==> src/plc_pkg.sv <==
`default_nettype none
// ==========================================================
// Register map
package plc_pkg;
    localparam int ADDR_W = 12;
    localparam logic [11:0] OFS_OWN_SET = 12'h000;
    localparam logic [11:0] OFS_OWN_CLR = 12'h004;
    localparam logic [11:0] OFS_OWN_STAT = 12'h008;
    localparam logic [11:0] OFS_DRV_SET = 12'h010;
    localparam logic [11:0] OFS_DRV_CLR = 12'h014;
    localparam logic [11:0] OFS_DRV_STAT = 12'h018;
    localparam logic [11:0] OFS_LVL_SET = 12'h030;
    localparam logic [11:0] OFS_LVL_CLR = 12'h034;
    localparam logic [11:0] OFS_LVL_STAT = 12'h038;
    localparam logic [11:0] OFS_PIN_STAT = 12'h03c;
    localparam logic [11:0] OFS_PU_EN = 12'h060;
    localparam logic [11:0] OFS_PU_DIS = 12'h064;
    localparam logic [11:0] OFS_PU_STAT = 12'h068;
    localparam logic [11:0] OFS_SEL_A = 12'h070;
    localparam logic [11:0] OFS_SEL_B = 12'h074;
    localparam logic [11:0] OFS_CHOICE_STAT = 12'h078;
    localparam logic [11:0] OFS_WM_SET = 12'h0a0;
    localparam logic [11:0] OFS_WM_CLR = 12'h0a4;
    localparam logic [11:0] OFS_WM_STAT = 12'h0a8;
    // ==========================================================
    // Reset values
    localparam logic [31:0] RST_PULLUP_OFF = 32'h0000_0000;
    localparam logic [31:0] RST_CHOICE = 32'h0000_0000;
    localparam logic [31:0] RST_DRIVE = 32'h0000_0000;
    localparam logic [31:0] RST_LEVEL = 32'h0000_0000;
    localparam logic [31:0] RST_WMASK = 32'h0000_0000;
    localparam logic [31:0] DEF_OWN_RESET = 32'hffff_ffff;
    localparam logic [31:0] DEF_MUXED = 32'hffff_ffff;
    // ==========================================================
    // Bus answers
    localparam logic [1:0] RESP_OKAY = 2'h0;
    localparam logic [1:0] RESP_SLVERR = 2'h2;
endpackage : plc_pkg
`default_nettype wire

==> src/plc_parallel_line_controller.sv <==
// What this block does
// Up to 32 lines, line n sits at bit n of every register.
// Pull-up enable write clears off bit, disable write sets it; 1 means off.
// Pull-up writes act whatever the line's ownership or direction.
// Reset enables all pull-ups, off status reads zero.
// Own set/clear writes set/clear ownership; 0 peripheral, 1 controller.
// Lines without peripheral ignore ownership writes and read 1.
// Ownership reset value is a per-line build parameter.
// Select A clears, select B sets choice bit; 1 means peripheral B.
// Choice steers only output path; both peripherals always see pin input.
// Reset clears every choice bit, selecting peripheral A.
// Software hands a pin over with a select write plus own-clear write.
// Peripheral-owned line driven by selected peripheral's value and enable.
// Drive set/clear writes set/clear drive enable; 1 means controller drives.
// Level set/clear writes set/clear the level driven on owned lines.
// Drive and level writes act even while a peripheral owns the line.
// Direct level write changes only bits whose write mask is 1.
// Mask set/clear writes set/clear the direct-write mask.
// Reset clears the direct-write mask.
// Config writes work ungated; pin readback and change detect need gate.
// Interrupt output asserts only while the controller clock is enabled.
// Zero bits change nothing; absent lines ignore writes, read zero.
//
// Our own choices: the register addresses and the AXI4-Lite slave port.
`timescale 1ns/100ps
`default_nettype none
module plc_parallel_line_controller #(
    parameter int NUM_LINES = 32,
    parameter logic [31:0] MUXED_LINES = plc_pkg::DEF_MUXED,
    parameter logic [31:0] OWN_RESET = plc_pkg::DEF_OWN_RESET
) (
    input wire logic CLK,
    input wire logic RST_N,
    input wire logic CTRL_CLK_EN,
    input wire logic [11:0] AWADDR,
    input wire logic AWVALID,
    output logic AWREADY,
    input wire logic [31:0] WDATA,
    input wire logic [3:0] WSTRB,
    input wire logic WVALID,
    output logic WREADY,
    output logic [1:0] BRESP,
    output logic BVALID,
    input wire logic BREADY,
    input wire logic [11:0] ARADDR,
    input wire logic ARVALID,
    output logic ARREADY,
    output logic [31:0] RDATA,
    output logic [1:0] RRESP,
    output logic RVALID,
    input wire logic RREADY,
    input wire logic [31:0] PIN_IN,
    output logic [31:0] PIN_OUT,
    output logic [31:0] PIN_OE,
    output logic [31:0] PULLUP_EN,
    input wire logic [31:0] PERIPH_A_OUT,
    input wire logic [31:0] PERIPH_A_OE,
    input wire logic [31:0] PERIPH_B_OUT,
    input wire logic [31:0] PERIPH_B_OE,
    output logic [31:0] PERIPH_IN,
    output logic IRQ
);
    // ==========================================================
    // Types and state
    localparam logic [32:0] ONE33 = 33'h1_0000_0000 >> 32;
    localparam logic [31:0] IMPL = 32'((ONE33 << NUM_LINES) - ONE33);
    localparam logic [31:0] MUXED = MUXED_LINES & IMPL;

    typedef enum logic [1:0] {WR_COLLECT = 2'b01, WR_RESP = 2'b10} plc_wr_t;
    typedef enum logic [1:0] {RD_IDLE = 2'b01, RD_RESP = 2'b10} plc_rd_t;

    typedef struct packed {
        plc_wr_t wr;
        plc_rd_t rd;
        logic aw_got;
        logic w_got;
        logic [11:0] waddr;
        logic [31:0] wdata;
        logic [3:0] wstrb;
        logic awready;
        logic wready;
        logic bvalid;
        logic [1:0] bresp;
        logic arready;
        logic rvalid;
        logic [1:0] rresp;
        logic [31:0] rdata;
        logic [31:0] pullup_off;
        logic [31:0] own;
        logic [31:0] choice;
        logic [31:0] drive_en;
        logic [31:0] level;
        logic [31:0] wmask;
        logic [31:0] pin_s1;
        logic [31:0] pin_s2;
        logic [31:0] pin_s3;
        logic [31:0] pin_ok;
        logic [31:0] pin_level;
        logic [31:0] pin_out;
        logic [31:0] pin_oe;
        logic [31:0] pullup_en;
        logic irq;
    } plc_state_t;

    plc_state_t st;
    plc_state_t next_st;
    logic [31:0] lane;
    logic [31:0] wbits;
    logic [31:0] own_eff;
    logic [31:0] agree;
    logic [31:0] acc;

    // ==========================================================
    // Helpers
    // Byte strobes gate every set/clear word, so a narrow write touches only its lanes
    assign lane = IMPL & {{8{st.wstrb[3]}}, {8{st.wstrb[2]}}, {8{st.wstrb[1]}},
                          {8{st.wstrb[0]}}};
    assign wbits = st.wdata & lane;
    assign own_eff = (st.own | ~MUXED) & IMPL;
    // A change counts only once the second and third stages agree
    assign agree = ~(st.pin_s2 ^ st.pin_s3);
    assign acc = (st.pin_ok & ~agree) | (st.pin_s3 & agree);

    // ==========================================================
    // Next state
    always_comb begin
        next_st = st;
        if (AWVALID && st.awready) begin
            next_st.aw_got = 1'b1;
            next_st.waddr = AWADDR;
            next_st.awready = 1'b0;
        end
        if (WVALID && st.wready) begin
            next_st.w_got = 1'b1;
            next_st.wdata = WDATA;
            next_st.wstrb = WSTRB;
            next_st.wready = 1'b0;
        end
        case (st.wr)
            WR_COLLECT: begin
                if (st.aw_got && st.w_got) begin
                    next_st.bresp = plc_pkg::RESP_OKAY;
                    case (st.waddr)
                        plc_pkg::OFS_PU_EN: next_st.pullup_off = st.pullup_off & ~wbits;
                        plc_pkg::OFS_PU_DIS: next_st.pullup_off = st.pullup_off | wbits;
                        plc_pkg::OFS_OWN_SET: next_st.own = st.own | (wbits & MUXED);
                        plc_pkg::OFS_OWN_CLR: next_st.own = st.own & ~(wbits & MUXED);
                        plc_pkg::OFS_SEL_A: next_st.choice = st.choice & ~wbits;
                        plc_pkg::OFS_SEL_B: next_st.choice = st.choice | wbits;
                        plc_pkg::OFS_DRV_SET: next_st.drive_en = st.drive_en | wbits;
                        plc_pkg::OFS_DRV_CLR: next_st.drive_en = st.drive_en & ~wbits;
                        plc_pkg::OFS_LVL_SET: next_st.level = st.level | wbits;
                        plc_pkg::OFS_LVL_CLR: next_st.level = st.level & ~wbits;
                        plc_pkg::OFS_LVL_STAT: begin
                            next_st.level = (st.level & ~(st.wmask & lane))
                                          | (wbits & st.wmask);
                        end
                        plc_pkg::OFS_WM_SET: next_st.wmask = st.wmask | wbits;
                        plc_pkg::OFS_WM_CLR: next_st.wmask = st.wmask & ~wbits;
                        default: next_st.bresp = plc_pkg::RESP_SLVERR;
                    endcase
                    next_st.bvalid = 1'b1;
                    next_st.aw_got = 1'b0;
                    next_st.w_got = 1'b0;
                    next_st.wr = WR_RESP;
                end
            end
            WR_RESP: begin
                if (BREADY) begin
                    next_st.bvalid = 1'b0;
                    next_st.awready = 1'b1;
                    next_st.wready = 1'b1;
                    next_st.wr = WR_COLLECT;
                end
            end
            default: next_st.wr = WR_COLLECT;
        endcase
        case (st.rd)
            RD_IDLE: begin
                if (ARVALID && st.arready) begin
                    next_st.arready = 1'b0;
                    next_st.rvalid = 1'b1;
                    next_st.rresp = plc_pkg::RESP_OKAY;
                    next_st.rd = RD_RESP;
                    case (ARADDR)
                        plc_pkg::OFS_OWN_STAT: next_st.rdata = own_eff;
                        plc_pkg::OFS_DRV_STAT: next_st.rdata = st.drive_en;
                        plc_pkg::OFS_LVL_STAT: next_st.rdata = st.level;
                        plc_pkg::OFS_PIN_STAT: next_st.rdata = st.pin_level;
                        plc_pkg::OFS_PU_STAT: next_st.rdata = st.pullup_off;
                        plc_pkg::OFS_CHOICE_STAT: next_st.rdata = st.choice;
                        plc_pkg::OFS_WM_STAT: next_st.rdata = st.wmask;
                        default: begin
                            next_st.rdata = 32'h0000_0000;
                            next_st.rresp = plc_pkg::RESP_SLVERR;
                        end
                    endcase
                end
            end
            RD_RESP: begin
                if (RREADY) begin
                    next_st.rvalid = 1'b0;
                    next_st.arready = 1'b1;
                    next_st.rd = RD_IDLE;
                end
            end
            default: next_st.rd = RD_IDLE;
        endcase
        // Pins: three stages, first read only by the second
        next_st.pin_s1 = PIN_IN & IMPL;
        next_st.pin_s2 = st.pin_s1;
        next_st.pin_s3 = st.pin_s2;
        // Peripherals see the pin whatever the choice or the gate
        next_st.pin_ok = acc;
        // Readback freezes and change detect is held low while the gate is off
        if (CTRL_CLK_EN) begin
            next_st.pin_level = acc;
        end
        next_st.irq = CTRL_CLK_EN && ((acc ^ st.pin_level) != 32'h0000_0000);
        // One register stage between the mux and the pins keeps outputs glitch free
        next_st.pin_out = IMPL & ((own_eff & st.level)
                        | (~own_eff & st.choice & PERIPH_B_OUT)
                        | (~own_eff & ~st.choice & PERIPH_A_OUT));
        next_st.pin_oe = IMPL & ((own_eff & st.drive_en)
                       | (~own_eff & st.choice & PERIPH_B_OE)
                       | (~own_eff & ~st.choice & PERIPH_A_OE));
        next_st.pullup_en = IMPL & ~st.pullup_off;
    end

    // ==========================================================
    // Registers
    always_ff @(posedge CLK or negedge RST_N) begin
        if (!RST_N) begin
            st <= '0;
            st.wr <= WR_COLLECT;
            st.rd <= RD_IDLE;
            st.awready <= 1'b1;
            st.wready <= 1'b1;
            st.arready <= 1'b1;
            st.pullup_off <= plc_pkg::RST_PULLUP_OFF;
            st.own <= OWN_RESET & IMPL;
            st.choice <= plc_pkg::RST_CHOICE;
            st.drive_en <= plc_pkg::RST_DRIVE;
            st.level <= plc_pkg::RST_LEVEL;
            st.wmask <= plc_pkg::RST_WMASK;
            st.pullup_en <= IMPL;
        end else begin
            st <= next_st;
        end
    end

    assign AWREADY = st.awready;
    assign WREADY = st.wready;
    assign BRESP = st.bresp;
    assign BVALID = st.bvalid;
    assign ARREADY = st.arready;
    assign RDATA = st.rdata;
    assign RRESP = st.rresp;
    assign RVALID = st.rvalid;
    assign PIN_OUT = st.pin_out;
    assign PIN_OE = st.pin_oe;
    assign PULLUP_EN = st.pullup_en;
    assign PERIPH_IN = st.pin_ok;
    assign IRQ = st.irq;
endmodule : plc_parallel_line_controller
`default_nettype wire

==> config.mk <==
export PLATFORM = sky130hd
export DESIGN_NAME = plc_parallel_line_controller
export DESIGN_NICKNAME = d
export VERILOG_FILES = /design/src/plc_pkg.sv /design/src/plc_parallel_line_controller.sv
export SDC_FILE = /design/constraint.sdc
export NUM_CORES = 1
export LEC_CHECK = 0
export ABC_AREA = 1
export CORE_ASPECT_RATIO = 1.5
export CORE_MARGIN = 2
export CORE_UTILIZATION = 45
export DETAILED_ROUTE_END_ITERATION = 16
export DONT_BUFFER_PORTS = 1
export MAX_ROUTING_LAYER = met4
export PLACE_DENSITY = 0.59
export SLEW_MARGIN = 25
export SYNTH_ARGS = -nofsm -noshare
export SYNTH_HDL_FRONTEND = slang
export SYNTH_SLANG_ARGS = --single-unit
==> constraint.sdc <==
create_clock -name CLK -period 1.9 [get_ports CLK]
set_input_delay 0.285 -clock CLK [delete_from_list [all_inputs] [get_ports CLK]]
set_output_delay 0.285 -clock CLK [all_outputs]
set_load 0.02 [all_outputs]
==> results.txt, run 1 <==
area grow syn2layout: 21.63%
Setup violations, final: 28
critical path class: flop to flop
post-synth top area share: 46.22%
Max Slew Vio Count: 0
placer's final routability congestion estimate: 0.8947
Seq cells post-synth: 542
cts hold-fix bufs: 216
Post-synth top cells: nand2_1 (774), dfrtp_1 (473), inv_1 (350)
Max Fclk: 0.5170 GHz
largest family of logic cells by synthesized area: simple AND/OR/NAND/NOR gates
Synth Area in Compound Gates: 9.058%
CTS tree: done
violated checks: negative hold slack, negative setup slack
Port Buffers: 0
Synth Area in XOR/XNOR: 0%
drc violations: 0
sequential share of the synthesized area: 53.30%
WHS: -654.8 ps
element type at the critical path start: flop
CP endpoint kind: flop
switching power share of the total: 27.21%
Root Buffer: clkbuf_16
total clock sinks: 542
number of synthesized flops with an enable pin: 0
combinational group share of total power: 11.4%
Nets: 3458
Synth Warn #: 0
first-pass GRT wire length: 120300 um
top-count cell post-synth: nand2_1
slew margin rel.: 51.20%
via count: 21239
Hold Vio Cnt, Final: 123
design area: 0.03115 mm^2
Synth area leader: dfrtp_1
IO Pins: 398
Async SR Flop Fraction: 100.0%
Internal: 20.60 mW
Initial Utilization: 45.33%
RSZ-0062 raised after global routing: yes
fin crit share: 101.8%
WP data arrival: 2410 ps
Main synth FF type: dfrtp_1
worst hold-check path type: input pin to async pin
vias in the first global route: 21260
DRT iter0 DRCs: 1273
Min Clock Period, post-route: 1934 ps
Final ANT Viol Nets: 0
largest net degree at the start of global routing: 543
Worst Path Max Fanout: 11
initial antenna violation count: 13
mux cell area share after synthesis: 1.671%
Max-Cap Viols: 0
row cnt: 107
GRT Residual Overflow: 0
GRT Overall Usage: 27.77%
Core Area: 0.05650 mm^2
sequential power share: 46.1%
Clk pwr share: 42.5%
Worst Tran Pin Value: 732.0 ps
Net Switching: 7.698 mW
post-synthesis adder-cell area fraction: 0%
post-synthesis simple-gate area fraction: 24.09%
clk buf depth: 3
Mapped Area: 0.02561 mm^2
Peak VDD IR: 0.7426 mV
CTS Buf Count: 56
vias per cell: 5.238
drt total wl: 81990 um
total number of H-tree levels: 2
share of post-route cells with drive strength above 1: 14.06%
setup slack after layout: -34.09 ps
Synth Area per Inst: 8.304 um^2
WL/cell: 20.22 um
Cell Pwr Density: 908.4 mW/mm^2
clock slew at reported path FFs: 70 ps
status: finished with violations
dpl cell area: 0.02622 mm^2
die area: 0.05887 mm^2
dominant cells by area after synthesis: dfrtp_1 (46%), nand2_1 (11%), dfstp_2 (7.1%)
Die W: 198.8 um
HPWL Detailed: 54330 um
Clock Skew: 37.16 ps
Final Total Pwr: 28.29 mW
Synth Instances: 3084
Yosys cell types: 29
Die Y-Extent: 296.2 um
DRT Pass-1 Iters: 5
Data required, critical path: 2380 ps
worst skew pair latency: 630 ps
LEAKAGE: 14.60 nW
## final cells by class
| cell class | instances | area, um^2 |
|---|---|---|
| Antenna cell | 14 | 35.03 |
| Sequential cell | 542 | 13650 |
| Tap cell | 763 | 954.7 |
| Timing Repair Buffer | 362 | 3905 |
| Clock inverter | 25 | 321.6 |
| Inverter | 353 | 1336 |
| Multi-Input combinational cell | 1915 | 9259 |
| Clock buffer | 81 | 1688 |
| Fill cell | 5149 | 25350 |
## logic make-up (layout without fill, tap and decap cells)
kind of cell    count (synthesis)  count (layout)
simple gates                 1483            1483
buf+inv                       628             821
other cells                     1              16
flops                         542             542
mux                            38              38
compound gates                392             392
## path summary, 6_finish.rpt
check,start,endpoint,slack [ps],cells past startpoint
worst max-delay path,st[536]$_DFFE_PN0P_,flop,-30,11
worst min-delay path,RST_N,st[501]$_DFFE_PN0P_,-650,0
min in group CLK,CTRL_CLK_EN,IRQ$_DFF_PN0_,50,3
worst max register to register,st[536]$_DFFE_PN0P_,flop,-30,11
max in group asynchronous,RST_N,next_st[207]$_DFF_PN0_,440,3
worst min register to register,next_st[214]$_DFF_PN0_,next_st[182]$_DFF_PN0_,340,0
## power groups by stage
stage / Combinational, mW / Clock, mW / Sequential [mW]
6_report: 3.22 / 12.0 / 13.0
5_1_grt: 3.57 / 12.8 / 13.1
4_1_cts: 2.87 / 12.3 / 13.0
3_5_place_dp: 2.49 / 0 / 13.2
3_3_place_gp: 2.44 / 0 / 13.2
2_1_floorplan: 2.03 / 0 / 12.8
## worst max-delay path, stage by stage, from the launching register on
cell and delay, ps:
dfrtp_1 390, nor2_2 120, nand3_2 150, nor3_4 250, buf_6 140, nand2_2 60
nor2_4 130, buf_12 140, clkbuf_16 180, nand2_1 70, nor2_1 90, a21oi_1 50
## layer usage
layer	up-vias	track usage (%)	routed length, um
met4	0	12.87	3699
met5	-	-	0
met2	757	46.88	41270
met3	201	4.902	5175
met1	10353	32.14	31850
li1	9928	-	-
## cells in the final DEF (no fill, tap or decap), drive strengths merged, types with 44 or more instances in the layout
master and count:
o211ai 44, nor2 318, o21ai 187, a21oi 64, dfstp 69, inv 350, nand3 340, dfrtp 473
dlygate4sd3 216, buf 139, clkbuf 88, o21a 96, nand2 774
## through the flow
| step | setup TNS [ps] | utilization, % | std cells | hold slack (ps) | setup slack [ps] |
|---|---|---|---|---|---|
| 4_1_cts | -936.9 | 53.81 | 4018 | -674.7 | -53.29 |
| 6_report | -244.6 | 55.13 | 4055 | -654.8 | -34.09 |
| 2_1_floorplan | 0 | - | 3085 | -10.59 | 205.7 |
| 3_3_place_gp | -1823 | 46.41 | 3696 | 1.001 | -97.98 |
| 5_1_grt | -11660 | 55.13 | 4055 | -685.8 | -132.5 |
| 3_5_place_dp | -2046 | 46.41 | 3696 | -4.033 | -113.1 |
## what timing repair did
item	4_1_cts	5_1_grt
pin swaps	0	15
cloned	0	9
hold endpoints to repair	698	119
setup buffers	0	10
resized for setup	3	118
setup endpoints to repair	47	174
Note: power is estimated with default switching activity, not from simulation.
==> run 2: changes to the inputs <==
CORE_MARGIN = 10   (was 2)
CTS_CLUSTER_DIAMETER = 80   (was not set)
==> results.txt, run 2 (synthesis results as in run 1) <==
GRT Overall Usage: 24.87% (-2.9 points)
Worst Tran Pin Value: 1166 ps (+433.5 ps)
largest net degree at the start of global routing: 543 (unchanged)
Nets: 3455 (-0.087%)
commonest non-fill, non-tap cell in the layout: nand2_1
vias per cell: 5.275 (+0.72%)
CTS Buf Count: 54 (-3.6%)
Worst Path Max Fanout: 9 (-2)
Peak VDD IR: 0.8523 mV (+15%)
worst skew pair latency: 610 ps (-20 ps)
share of post-route cells with drive strength above 1: 13.97% (-0.096 points)
clock slew at reported path FFs: 60 ps (about the same)
drt total wl: 84730 um (+3.3%)
Root Buffer: clkbuf_16
design area: 0.03105 mm^2 (-0.31%)
element type at the critical path start: flop
Die W: 214.8 um (+8.0%)
Min Clock Period, post-route: 1949 ps (+15.37 ps)
placer's final routability congestion estimate: 0.8930 (-0.19%)
initial antenna violation count: 12 (-1)
Die Y-Extent: 312.2 um (+5.4%)
DRT Pass-1 Iters: 8 (+3)
final core utilization: 54.83% (-0.30 points)
total clock sinks: 542 (unchanged)
HPWL Detailed: 58350 um (+7.4%)
CP endpoint kind: flop
die area: 0.06705 mm^2 (+14%)
Hold Vio Cnt, Final: 71 (-42%)
fin crit share: 102.6% (+0.81 points)
Max Fclk: 0.5130 GHz (-0.79%)
dpl cell area: 0.02623 mm^2 (about the same)
DRT iter0 DRCs: 1978 (+55%)
vias in the first global route: 21367 (+0.50%)
Cell Pwr Density: 904.4 mW/mm^2 (-0.44%)
worst hold-check path type: input pin to async pin
first-pass GRT wire length: 126400 um (+5.0%)
slew margin rel.: 22.29% (-29 points)
Placed Cells: 3697 (+0.027%)
drc violations: 0 (unchanged)
WL/cell: 20.94 um (+3.5%)
GRT Residual Overflow: 0 (unchanged)
Initial Utilization: 45.22% (-0.11 points)
violated checks: negative hold slack, negative setup slack
commonest cells after routing, fill and taps aside: nand2_1 (762), dfrtp_1 (472), inv_1 (347), nand3_1 (332), nor2_1 (252)
Core Area: 0.05663 mm^2 (+0.24%)
WHS: -63.44 ps (+591.3 ps)
row cnt: 107 (unchanged)
status: finished with violations
Post-Layout Cell Count: 4047 (-0.20%)
Final ANT Viol Nets: 0 (unchanged)
IO Pins: 398 (unchanged)
area grow syn2layout: 21.25%
RSZ-0062 raised after global routing: yes
LEAKAGE: 14.54 nW (-0.45%)
Setup violations, final: 31 (+11%)
Data required, critical path: 2400 ps (+20 ps)
via count: 21349 (+0.52%)
Clock Skew: 24.50 ps (-12.66 ps)
Port Buffers: 0 (unchanged)
clk buf depth: 3 (unchanged)
Final Total Pwr: 28.08 mW (-0.75%)
CTS tree: done
critical path class: flop to flop
dpl ws: 52.24 ps (+165.4 ps)
Max-Cap Viols: 0 (unchanged)
Max Slew Vio Count: 0 (unchanged)
WP data arrival: 2450 ps (+40 ps)
Setup TNS Final: -629.5 ps (-385.0 ps)
fill count: 5044 (-2.0%)
total number of H-tree levels: 2 (unchanged)
setup slack after layout: -49.47 ps (-15.37 ps)
## run 2: changes by cell type in the layout (fill, tap and decap cells not counted), sizes merged
cell and delta:
clkbuf -9, clkinv -4, inv +4, buf +2, diode -2, bufinv +1, clkinvlp +1, dlygate4sd3 -1
## run 2: worst paths after layout
check                                       start                      to  slack [ps]  depth (start not counted)
max                           st[537]$_DFFE_PN0P_                    flop         -50                         10
min reg2reg                next_st[208]$_DFF_PN0_  next_st[176]$_DFF_PN0_         350                          0
max in group asynchronous                   RST_N     st[521]$_DFFE_PN0P_         580                          3
min                                         RST_N               async pin         -60                          2
max reg2reg                   st[537]$_DFFE_PN0P_                    flop         -50                         10
min in group CLK                        ARADDR[4]    RRESP[1]$_DFFE_PN0P_          20                          3
## run 2: cell type report
cell class	count	area (um^2)	area share, %
Antenna cell	12	30.03	0.09671
Clock buffer	74	1558	5.017
Clock inverter	27	377.9	1.217
Inverter	353	1338	4.308
Multi-Input combinational cell	1915	9269	29.85
Sequential cell	542	13650	43.96
Tap cell	763	954.7	3.075
Timing Repair Buffer	361	3874	12.48
## run 2: timing repair
action	4_1_cts	5_1_grt
gates resized for setup	0	126
hold buffers	214	3
setup buffers	0	11
hold endpoints to repair	697	128
setup endpoints to repair	0	186
## run 2: layer usage
| metal | global-route usage [%] | wire length, um | part of all wire (%) |
|---|---|---|---|
| met4 | 10.39 | 3715 | 4.4 |
| met5 | - | 0 | 0 |
| met1 | 28.16 | 32570 | 38 |
| met3 | 5.067 | 5860 | 6.9 |
| met2 | 42.21 | 42580 | 50 |
## run 2: power breakdown
part / internal, mW / leakage (nW) / switching (mW)
combinational: 1.23 / 6.86 / 2.07
sequential: 12.3 / 6.74 / 0.810
clock: 6.86 / 0.942 / 4.84
## run 2: worst max-delay path: stages, from the launching register on
cell	delay [ps]
dfrtp_1	390
nor2_2	120
nand3_2	130
nor3_4	240
buf_4	140
nand4_1	140
buf_4	210
buf_12	150
nor2_2	130
nand2_1	70
o21a_1	110
==> run 3: changes to the inputs <==
CORE_UTILIZATION = 30   (was 45)
PLACE_DENSITY = not set   (was 0.59)
==> results.txt, run 3 (synthesis results as in run 1) <==
met3 usage: 3.839% (-1.2 points)
Worst Path Max Fanout: 13 (+4)
Max-Cap Viols: 0 (unchanged)
Placed Cells: 4058 (+9.8%)
switching power share of the total: 27.99% (+0.50 points)
status: finished with violations
R2R Path Start: st[536]$_DFFE_PN0P_
cts hold-fix bufs: 216 (+0.93%)
Max Fclk: 0.5352 GHz (+4.3%)
via count: 20965 (-1.8%)
critical path's top delay family: simple AND/OR/NAND/NOR gates
highest-delay cell along the critical path: dfrtp_1
IO Pins: 398 (unchanged)
worst hold-check path type: input pin to async pin
DRT iter0 DRCs: 1629 (-18%)
share of post-route cells with drive strength above 1: 14.15% (+0.19 points)
clock slew at reported path FFs: 60 ps (about the same)
R2R Setup Slk: 30 ps (+80 ps)
CP endpoint kind: flop
row cnt: 131 (+22%)
setup slack after layout: 31.43 ps (+80.90 ps)
WHS: -643.4 ps (-580.0 ps)
final core utilization: 37.19% (-18 points)
GRT Residual Overflow: 0 (unchanged)
M1 GR Usage: 22.23% (-5.9 points)
busiest grt layer: met2
Min Clock Period, post-route: 1869 ps (-80.90 ps)
GRT Overall Usage: 18.53% (-6.3 points)
Internal: 20.86 mW (+2.4%)
fin crit share: 98.35% (-4.3 points)
Nets: 3442 (-0.38%)
drc violations: 0 (unchanged)
die area: 0.09769 mm^2 (+46%)
violated checks: negative hold slack
highest cell delay on the worst timing path: 390 ps (about the same)
sequential power share: 44.9% (-1.7 points)
RSZ-0062 raised after global routing: yes
Setup violations, final: 0 (-100%)
Initial Utilization: 30.16% (-15 points)
Worst Tran Pin Value: 815.5 ps (-350.0 ps)
drt total wl: 90670 um (+7.0%)
slew margin rel.: 45.63% (+23 points)
element type at the critical path start: flop
met2 Usage GRT: 30.66% (-12 points)
largest net degree at the start of global routing: 543 (unchanged)
Data required, critical path: 2410 ps (about the same)
Net Switching: 8.106 mW (+5.0%)
Root Buffer: clkbuf_16
commonest cells after routing, fill and taps aside: nand2_1 (737), dfrtp_1 (473), inv_1 (347), nand3_1 (332), nor2_1 (264)
r2r worst-path depth: 10 (unchanged)
clk buf depth: 3 (unchanged)
critical path class: flop to flop
vias in the first global route: 20813 (-2.6%)
worst path cell trace: nor2_2 > nand3_4 > nor3_4 > buf_6 > nand4_1 > buf_6 > buf_12 > nor2_2 > nand2_1 > o21a_1
area grow syn2layout: 23.30%
Clock Skew: 49.06 ps (+24.57 ps)
Post-Layout Cell Count: 4412 (+9.0%)
Buf/Inv on CP: 3 (unchanged)
combinational group share of total power: 11.4% (-0.3 points)
Core Area: 0.08490 mm^2 (+50%)
WL/cell: 20.55 um (-1.8%)
HPWL Detailed: 61960 um (+6.2%)
Clk pwr share: 43.7% (+2.0 points)
total clock sinks: 542 (unchanged)
commonest non-fill, non-tap cell in the layout: nand2_1
Port Buffers: 0 (unchanged)
WP data arrival: 2380 ps (-70 ps)
worst skew pair latency: 660 ps (+50 ps)
placer's final routability congestion estimate: 0.8417 (-5.7%)
Hold Vio Cnt, Final: 355 (+400%)
initial antenna violation count: 18 (+6)
CTS tree: done
total number of H-tree levels: 2 (unchanged)
Cell Pwr Density: 917.3 mW/mm^2 (+1.4%)
CTS Buf Count: 58 (+7.4%)
first-pass GRT wire length: 132700 um (+5.1%)
Peak VDD IR: 0.7093 mV (-17%)
LEAKAGE: 14.59 nW (+0.35%)
DRT Pass-1 Iters: 6 (-2)
Die W: 258.6 um (+20%)
fill count: 8554 (+70%)
Final ANT Viol Nets: 0 (unchanged)
dpl ws: 19.20 ps (-33.04 ps)
Max Slew Vio Count: 0 (unchanged)
vias per cell: 4.752 (-9.9%)
Die Y-Extent: 377.8 um (+21%)
run 3: cell types whose count changed in the layout (fill, tap and decap cells not counted), sizes merged:
cell,previous run,this run
clkbuf,79,72
clkinvlp,7,9
inv,354,361
dlygate4sd3,215,216
buf,141,125
diode,12,18
bufinv,8,10
clkinv,11,14
run 3: area by class of cell:
| cell class | instances | area, um^2 | area share, % |
|---|---|---|---|
| flip-flops and latches | 542 | 13650 | 43.23 |
| multi-input cells | 1915 | 9321 | 29.52 |
| well taps | 1130 | 1414 | 4.478 |
| diodes | 18 | 45.04 | 0.1427 |
| clock buffers | 69 | 1563 | 4.949 |
| inverters | 353 | 1333 | 4.220 |
| repair buffers | 344 | 3669 | 11.62 |
| clock inverters | 41 | 581.8 | 1.843 |
run 3: worst max-delay path by stage:
stage	start	endpoint	slack, ps	depth (start not counted)
floorplan	st[542]$_DFFE_PN1P_	flop	210	9
global placement	ARADDR[1]	RDATA[25]$_DFFE_PN0P_	40	10
detailed placement	st[542]$_DFFE_PN1P_	flop	20	9
CTS	st[537]$_DFFE_PN0P_	flop	20	9
global route	st[536]$_DFFE_PN0P_	flop	-70	10
finish	st[536]$_DFFE_PN0P_	flop	30	10
run 3: worst register-to-register path: cells and delay by family, from the launching register on:
family | cells | cell delay (ps)
simple gates | 6 | 760
buf+inv | 3 | 520
flops | 1 | 390
compound gates | 1 | 110
run 3: per-stage QoR:
| step | power (mW) | TNS (ps) | area, um^2 | hold slack [ps] |
|---|---|---|---|---|
| detailed placement | 15.88 | 0 | 26660 | 35.34 |
| finish | 28.96 | 0 | 31580 | -643.4 |
| floorplan | 14.85 | 0 | 25610 | -10.59 |
| global route | 30.16 | -3979 | 31570 | -678.3 |
| global placement | 15.84 | 0 | 26660 | 34.86 |
| CTS | 29.04 | 0 | 30970 | -660.1 |
run 3: power by group through the flow:
stage	Clock, mW	Sequential, mW	Combinational [mW]
6_report	12.6	13.0	3.31
5_1_grt	13.4	13.1	3.65
4_1_cts	13.0	13.0	3.04
3_5_place_dp	0	13.2	2.66
3_3_place_gp	0	13.2	2.64
2_1_floorplan	0	12.8	2.03
run 3: per-layer routing:
layer	part of all wire (%)	wire length [um]	up-vias
met1	41	37620	10205
met5	0	0	-
met3	6.2	5618	169
met4	3.1	2766	0
met2	49	44670	663
li1	-	-	9928
run 3: repair_timing:
action,CTS,global route
resized for setup,0,116
endpoints found under the setup margin,0,180
buffers inserted,0,4
hold endpoints to repair,698,355
